[config.mk]
export PLATFORM = sky130hd
export DESIGN_NAME = rbt_top
export DESIGN_NICKNAME = d
export VERILOG_FILES = /design/src/shared/rbt_pkg.sv /design/src/shared/rbt_store_if.sv /design/src/rbt_store.sv /design/src/rbt_top.sv
export VERILOG_INCLUDE_DIRS = /design/src /design/src/shared
export SDC_FILE = /design/constraint.sdc
export NUM_CORES = 1
export LEC_CHECK = 0
export BUFFER_PORTS_ARGS = -buffer_cell sky130_fd_sc_hd__buf_4
export CAP_MARGIN = 0
export CELL_PAD_IN_SITES_DETAIL_PLACEMENT = 2
export CELL_PAD_IN_SITES_GLOBAL_PLACEMENT = 2
export CORE_ASPECT_RATIO = 0.8
export CORE_UTILIZATION = 25
export DETAILED_ROUTE_END_ITERATION = 6
export HOLD_SLACK_MARGIN = 0.08
export PLACE_DENSITY_LB_ADDON = 0.25
export SETUP_SLACK_MARGIN = 0.1
export SYNTH_ARGS = -nofsm -noshare
export SYNTH_HDL_FRONTEND = slang
export SYNTH_SLANG_ARGS = --single-unit
export TNS_END_PERCENT = 50
[constraint.sdc]
create_clock -name core_clk -period 5 [get_ports core_clk]
set_input_delay 0.75 -clock core_clk [delete_from_list [all_inputs] [get_ports core_clk]]
set_output_delay 0.75 -clock core_clk [all_outputs]
set_load 0.1 [all_outputs]
[src/shared/rbt_consts.svh]
`ifndef RBT_CONSTS_SVH
`define RBT_CONSTS_SVH

// ----------------------------------------------------------------
// Widths
// ----------------------------------------------------------------
`define RBT_DW       8
`define RBT_BUS_DW   32
`define RBT_AW       8
`define RBT_CNT_W    16

// ----------------------------------------------------------------
// Register byte offsets
// ----------------------------------------------------------------
`define RBT_OFS_CTRL    8'h00
`define RBT_OFS_CAPTURE 8'h04
`define RBT_OFS_STORE   8'h08
`define RBT_OFS_PORTS   8'h0C
`define RBT_OFS_STATUS  8'h10
`define RBT_OFS_COUNT   8'h14

// ----------------------------------------------------------------
// Field positions and reset values
// ----------------------------------------------------------------
`define RBT_CTRL_W     4
`define RBT_CTRL_RST   4'h1
`define RBT_BIT_A      0
`define RBT_BIT_B      1
`define RBT_CNT_ONE    16'h0001
`define RBT_RD_ZERO    32'h0000_0000

`endif

[src/shared/rbt_pkg.sv]
`include "rbt_consts.svh"

package rbt_pkg;

  typedef logic [`RBT_DW-1:0] rbt_byte_t;

  typedef enum logic [1:0] {
    RBT_ISOLATE,
    RBT_DRIVE_B,
    RBT_DRIVE_A
  } rbt_mode_e;

  // Bit 0 is the active-low port enable
  typedef struct packed {
    logic b_to_a_source_select;
    logic a_to_b_source_select;
    logic dir;
    logic oe_n;
  } rbt_ctrl_s;

  typedef struct packed {
    rbt_byte_t [1:0] q;
  } rbt_store_s;

  typedef struct packed {
    rbt_ctrl_s               ctrl;
    logic                    cab_prev;
    logic                    cba_prev;
    logic                    new_a;
    logic                    new_b;
    logic [`RBT_CNT_W-1:0]   cnt_a;
    logic [`RBT_CNT_W-1:0]   cnt_b;
    logic [`RBT_BUS_DW-1:0]  rdata;
    rbt_byte_t               a_out;
    logic                    a_oe_n;
    rbt_byte_t               b_out;
    logic                    b_oe_n;
  } rbt_top_s;

endpackage

[src/shared/rbt_store_if.sv]
`timescale 1ns/1ps

interface rbt_store_if;
  logic             [1:0] load;
  rbt_pkg::rbt_byte_t [1:0] din;
  rbt_pkg::rbt_byte_t [1:0] q;

  modport store (input load, input din, output q);
  modport user  (output load, output din, input q);
endinterface

[src/rbt_store.sv]
`timescale 1ns/1ps
`include "rbt_consts.svh"

module rbt_store (
  input wire logic   core_clk,
  input wire logic   reset_n,
  rbt_store_if.store sif
);

  // ----------------------------------------------------------------
  // Two capture registers, index 0 holds A, index 1 holds B
  // ----------------------------------------------------------------
  rbt_pkg::rbt_store_s st_q;
  rbt_pkg::rbt_store_s st_d;

  always_comb begin
    st_d = st_q;
    for (int i = 0; i < 2; i++) begin
      if (sif.load[i]) begin
        st_d.q[i] = sif.din[i];
      end
    end
  end

  always_ff @(posedge core_clk) begin
    if (!reset_n) begin
      st_q <= '0;
    end else begin
      st_q <= st_d;
    end
  end

  genvar g;
  generate
    for (g = 0; g < 2; g++) begin : g_out
      assign sif.q[g] = st_q.q[g];
    end
  endgenerate

endmodule

[src/rbt_top.sv]
// The placing of the registers and strobed register access were left to the implementer.
`timescale 1ns/1ps
`include "rbt_consts.svh"

module rbt_top (
  input  wire logic                    core_clk,
  input  wire logic                    reset_n,
  input  wire logic [`RBT_AW-1:0]      reg_addr,
  input  wire logic [`RBT_BUS_DW-1:0]  reg_wdata,
  input  wire logic                    reg_wr,
  input  wire logic                    reg_rd,
  output logic      [`RBT_BUS_DW-1:0]  reg_rdata,
  input  wire logic                    a_side_capture_clock,
  input  wire logic                    b_side_capture_clock,
  input  wire logic [`RBT_DW-1:0]      a_in,
  output logic      [`RBT_DW-1:0]      a_out,
  output logic                         a_oe_n,
  input  wire logic [`RBT_DW-1:0]      b_in,
  output logic      [`RBT_DW-1:0]      b_out,
  output logic                         b_oe_n
);

  // ----------------------------------------------------------------
  // Decoding helpers
  // ----------------------------------------------------------------
  function automatic logic rbt_hit(
    input logic [`RBT_AW-1:0] addr,
    input logic [`RBT_AW-1:0] ofs
  );
    rbt_hit = (addr == ofs);
  endfunction

  function automatic rbt_pkg::rbt_mode_e rbt_mode(
    input rbt_pkg::rbt_ctrl_s c
  );
    if (c.oe_n) begin
      rbt_mode = rbt_pkg::RBT_ISOLATE;
    end else if (c.dir) begin
      rbt_mode = rbt_pkg::RBT_DRIVE_B;
    end else begin
      rbt_mode = rbt_pkg::RBT_DRIVE_A;
    end
  endfunction

  // ----------------------------------------------------------------
  // State and storage
  // ----------------------------------------------------------------
  rbt_pkg::rbt_top_s   st_q;
  rbt_pkg::rbt_top_s   st_d;
  rbt_pkg::rbt_mode_e  mode;
  rbt_pkg::rbt_byte_t  a_next;
  rbt_pkg::rbt_byte_t  b_next;
  logic                cap_a;
  logic                cap_b;
  logic                sw_cap_a;
  logic                sw_cap_b;

  rbt_store_if sif ();

  rbt_store u_store (
    .core_clk (core_clk),
    .reset_n  (reset_n),
    .sif      (sif)
  );

  // ----------------------------------------------------------------
  // Capture events
  // ----------------------------------------------------------------
  // The capture pins are sampled on core_clk; a rising edge is seen
  // as a low-to-high change between two samples. Pulses shorter than
  // one core_clk period may be missed, a limit of sampling the pins.
  always_comb begin
    sw_cap_a = reg_wr && rbt_hit(reg_addr, `RBT_OFS_CAPTURE)
               && reg_wdata[`RBT_BIT_A];
    sw_cap_b = reg_wr && rbt_hit(reg_addr, `RBT_OFS_CAPTURE)
               && reg_wdata[`RBT_BIT_B];
    // No term of the enable, direction or selects enters here
    cap_a = (a_side_capture_clock && !st_q.cab_prev) || sw_cap_a;
    cap_b = (b_side_capture_clock && !st_q.cba_prev) || sw_cap_b;
  end

  // Each register has its own load, so one or both may load in a
  // cycle whatever the mode
  always_comb begin
    sif.load[`RBT_BIT_A] = cap_a;
    sif.load[`RBT_BIT_B] = cap_b;
    // Port value as seen on the wire; when we drive a port the outside
    // leaves it alone, so the wire then carries our own data
    sif.din[`RBT_BIT_A]  = a_in;
    sif.din[`RBT_BIT_B]  = b_in;
  end

  // Value each register holds after this edge, so a stored-source
  // output moves in the same cycle as the register itself
  always_comb begin
    a_next = cap_a ? a_in : sif.q[`RBT_BIT_A];
    b_next = cap_b ? b_in : sif.q[`RBT_BIT_B];
  end

  // ----------------------------------------------------------------
  // Next state
  // ----------------------------------------------------------------
  always_comb begin
    st_d          = st_q;
    st_d.cab_prev = a_side_capture_clock;
    st_d.cba_prev = b_side_capture_clock;

    // Control register
    if (reg_wr && rbt_hit(reg_addr, `RBT_OFS_CTRL)) begin
      st_d.ctrl = rbt_pkg::rbt_ctrl_s'(reg_wdata[`RBT_CTRL_W-1:0]);
    end
    // Port drive follows the control value taking effect this edge;
    // a STATUS read sees the same value, as no write shares its cycle
    mode = rbt_mode(st_d.ctrl);

    // Sticky load flags: write one clears, a load in the same cycle wins
    if (reg_wr && rbt_hit(reg_addr, `RBT_OFS_STATUS)) begin
      if (reg_wdata[`RBT_BIT_A]) begin
        st_d.new_a = 1'b0;
      end
      if (reg_wdata[`RBT_BIT_B]) begin
        st_d.new_b = 1'b0;
      end
    end
    if (cap_a) begin
      st_d.new_a = 1'b1;
      st_d.cnt_a = st_q.cnt_a + `RBT_CNT_ONE;
    end
    if (cap_b) begin
      st_d.new_b = 1'b1;
      st_d.cnt_b = st_q.cnt_b + `RBT_CNT_ONE;
    end

    // Read data stand for the one cycle after the read strobe only
    st_d.rdata = `RBT_RD_ZERO;
    if (reg_rd) begin
      case (1'b1)
        rbt_hit(reg_addr, `RBT_OFS_CTRL): begin
          st_d.rdata = {28'h0000000, st_q.ctrl};
        end
        rbt_hit(reg_addr, `RBT_OFS_STORE): begin
          st_d.rdata = {16'h0000, sif.q[`RBT_BIT_B], sif.q[`RBT_BIT_A]};
        end
        rbt_hit(reg_addr, `RBT_OFS_PORTS): begin
          st_d.rdata = {16'h0000, b_in, a_in};
        end
        rbt_hit(reg_addr, `RBT_OFS_STATUS): begin
          st_d.rdata = {28'h0000000, mode, st_q.new_b, st_q.new_a};
        end
        rbt_hit(reg_addr, `RBT_OFS_COUNT): begin
          st_d.rdata = {st_q.cnt_b, st_q.cnt_a};
        end
        default: begin
          st_d.rdata = `RBT_RD_ZERO;
        end
      endcase
    end

    case (mode)
      rbt_pkg::RBT_DRIVE_B: begin
        // A is an input, B is driven; the B-to-A select is ignored
        st_d.a_oe_n = 1'b1;
        st_d.a_out  = '0;
        st_d.b_oe_n = 1'b0;
        if (st_d.ctrl.a_to_b_source_select) begin
          st_d.b_out = a_next;
        end else begin
          st_d.b_out = a_in;
        end
      end
      rbt_pkg::RBT_DRIVE_A: begin
        // B is an input, A is driven; the A-to-B select is ignored
        st_d.b_oe_n = 1'b1;
        st_d.b_out  = '0;
        st_d.a_oe_n = 1'b0;
        if (st_d.ctrl.b_to_a_source_select) begin
          st_d.a_out = b_next;
        end else begin
          st_d.a_out = b_in;
        end
      end
      default: begin
        // Isolation: both ports are inputs, registers load only on
        // their own capture events
        st_d.a_oe_n = 1'b1;
        st_d.b_oe_n = 1'b1;
        st_d.a_out  = '0;
        st_d.b_out  = '0;
      end
    endcase
  end

  // ----------------------------------------------------------------
  // State register
  // ----------------------------------------------------------------
  // Reset comes up in isolation so the block never fights a bus
  always_ff @(posedge core_clk) begin
    if (!reset_n) begin
      st_q        <= '0;
      st_q.ctrl   <= `RBT_CTRL_RST;
      st_q.a_oe_n <= 1'b1;
      st_q.b_oe_n <= 1'b1;
    end else begin
      st_q <= st_d;
    end
  end

  // ----------------------------------------------------------------
  // Outputs
  // ----------------------------------------------------------------
  assign reg_rdata = st_q.rdata;
  assign a_out     = st_q.a_out;
  assign a_oe_n    = st_q.a_oe_n;
  assign b_out     = st_q.b_out;
  assign b_oe_n    = st_q.b_oe_n;

endmodule

==> summary.txt <==
Run status
  – Status: completed

Global routing
  – GR Util met1: 0.208
  – First-pass GRT wire length: roughly 24000 um
  – Busiest grt layer: met2
  – Tot GR Track Use: 0.154
  – Met2 usage: 0.249
  – GRT Residual Overflow: 0
  – Initial antenna violation count: 0
  – Largest net degree at the start of global routing: 38
  – Vias in the first global route: 4300
  – Met3 Use GR: 0.0313

Worst setup path
  – Cell Chain, Critical Path: buf_4 -> nor3_1 -> and3_1 -> nor2b_1 -> and2_1
  – Worst setup SP type: input port
  – Worst path required time: about 5300 ps
  – WP buf/inv: 1
  – CP Class: in -> reg
  – WP data arrival: between 3000 and 4000 ps
  – CP max stage delay: approximately 850 ps
  – RR Endpoint: st_q[80]
  – R2R Setup Slk: 3050 ps
  – CP top delay family: simple AND/OR/NAND/NOR gates
  – Crit. End Element: flop
  – Max FO, Critical Path: 16
  – Cells on worst reg2reg path: 4
  – Worst reg2reg startpoint: st_q[71]
  – CP max stage cell: nor2b_1

CTS
  – Hold_buf cts: 0
  – CTS Buffer Depth: 2
  – Clock network latency to the later pin of the worst-skew pair: about 350 ps
  – Clk slew on worst S/H paths: about 70 ps
  – Root Driver: clkbuf_16
  – Post-CTS setup buffers: 0
  – H-tree Lvls: 3
  – CTS tree: yes
  – Num CTS Buffers: 9
  – Clock sinks: ~110
  – CTS resizes: 0

Power and ir drop
  – VDD IR max: 0.143 mV
  – Power Total: 1.73 mW
  – Power Density: 298 nW/um^2
  – Leakage: approximately 2.1 nW

Yosys
  – Post-synth EDFFs: 0
  – Yosys top cell by area: dfxtp_1
  – Synth top area share: 0.422
  – Avg Inst Size Synth: around 9.0 um^2
  – Yosys reg bits: 106
  – Async SR Flop Fraction: 0
  – Gate Count Post-Synth: approximately 560
  – Top post-synthesis cells by area: dfxtp_1 42%, buf_4 7.2%, mux2i_1 6.0%
  – Seq/Total Area, Yosys: 0.422
  – Yosys warns: 0
  – Synth Net Count: 623
  – Main flop type after synthesis: dfxtp_1
  – Distinct cell type count after synthesis: 53
  – Area of the mapped netlist: roughly 5000 um^2

Floorplanning
  – Die boundary width: 161 um
  – Top-Level Pins: roughly 110
  – Row count: 45
  – Die area: a little over 20000 um^2
  – Core Area: roughly 19000 um^2
  – Initial core utilization: 0.260
  – Die H: approximately 130 um

Layout
  – Commonest non-fill, non-tap cell in the layout: dfxtp_1
  – Fraction of layout cells with a size suffix above 1: 0.188
  – Area growth from synthesis to final layout: 15.7%
  – Final std cell area, no fill: 5810 um^2
  – Most frequent cells in the layout: 106 x dfxtp_1, 89 x buf_4, 38 x nor2_1
  – Nets: 639
  – N_diodes: 0

STA
  – Setup TNS: 0 ps
  – Final setup fails: 0
  – Post-route clock period utilization: 0.583
  – Actual slew at the worst max-slew pin: 966 ps
  – Slew Viols, Final: 0
  – Final number of hold-violating endpoints: 0
  – Worst slew margin: 0.355
  – Tmin final: around 3000 ps
  – Skew final: approximately 7.4 ps
  – Max Fclk: 343 MHz
  – Unrepaired setup endpoints after global routing: false

Placement
  – PortBufs: 83
  – RD Place Congestion: around 0.77
  – Hpwl dp: between 10000 and 15000 um
  – Cell Area, Placed: 5510 um^2

Routing
  – Detailed-router iteration count before antenna repair: 7
  – Initial DRC Count: just over 200
  – ANT nets after route: 0
  – WL/cell: approximately 19 um
  – Vias after detailed routing: 4273
  – Vias per cell: between 5 and 6
  – Routed wire length: ~16000 um
  – # DRC: 0

Worst hold path
  – Min-delay worst type: reg -> reg
  – Worst hold path endpoint: st_q[64]
  – Hold path start: st_q[64]
  – Hold Crit Depth: 2

Job
  – Max_cap viols: 0
## cell type report
type / instances / area (um^2)
clock inverter: 4 / 50.0
inverter: 15 / 56.3
tap: 258 / 323
clock buffer: 12 / 256
timing repair buffer: 89 / 668
fill: 2147 / 13500
sequential: 106 / 2120
multi-input combinational: 354 / 2340
## through the flow
step | hold WS [ps] | std cells | utilization | setup slack, ps
floorplan | 438 | 559 | - | 2300
global placement | 457 | 822 | 0.285 | 1680
detailed placement | 475 | 822 | 0.285 | 1610
CTS | 489 | 838 | 0.301 | 2010
global route | 508 | 838 | 0.301 | 1840
finish | 486 | 838 | 0.301 | 2080
## where the power goes
group | switching [mW] | internal [mW]
sequential | 0.0116 | 0.857
clock | 0.323 | 0.415
combinational | 0.0786 | 0.0461
total | 0.413 | 1.32
## cells in the mapped netlist (8+ instances only)
master    number
nand2_1       35
nor2_1        38
o221ai_1       8
clkbuf_1      26
nand4_1        9
nor4_1        13
buf_4         48
a222oi_1      12
a31oi_1        9
a21oi_1       32
nand3_1       14
mux2i_1       30
nand3b_1       8
nand2b_1      16
o211ai_1      17
inv_1         14
dfxtp_1      106
or4_1         19
o31ai_1       16
and2_1        18
## routing by layer
layer  part of all wire  wire length, um
met1               0.50             7800
met2               0.46             7160
met3              0.035              552
met4              0.011              168
met5                  0                0
## flip-flops by register name, indices dropped and copies added (netlist names)
signal         count
st_q              40
b_out              8
a_oe_n             1
b_oe_n             1
reg_rdata         32
u_store.sif.q     16
a_out              8
## tightest hold or removal path: cells and delay by family, from the launching register on
family	cells	cell delay [ps]
and+or+nand+nor	1	60
DFF	1	320
muxes	1	60
## worst max path at each step
stage	end	start	cells past startpoint
global placement	reg_rdata[22]	reg_addr[7]	5
floorplan	st_q[75]	reg_addr[4]	8
CTS	reg_rdata[19]	reg_addr[7]	5
global route	reg_rdata[28]	reg_addr[7]	5
detailed placement	reg_rdata[19]	reg_addr[7]	5
finish	reg_rdata[19]	reg_addr[7]	5
## cells by family (layout without fill, tap and decap cells)
logic type | after synthesis | count (layout) | share of synthesized area
AO/OA/AOI/OAI | 119 | 119 | 0.172
XOR/XNOR | 2 | 2 | 0.00349
adder cells (fa/ha/maj) | 2 | 2 | 0.00498
buffers and inverters | 99 | 120 | 0.113
flip-flops | 106 | 106 | 0.422
multiplexers | 30 | 30 | 0.0598
AND/OR/NAND/NOR | 201 | 201 | 0.225
Note: power is estimated with default switching activity, not from simulation.
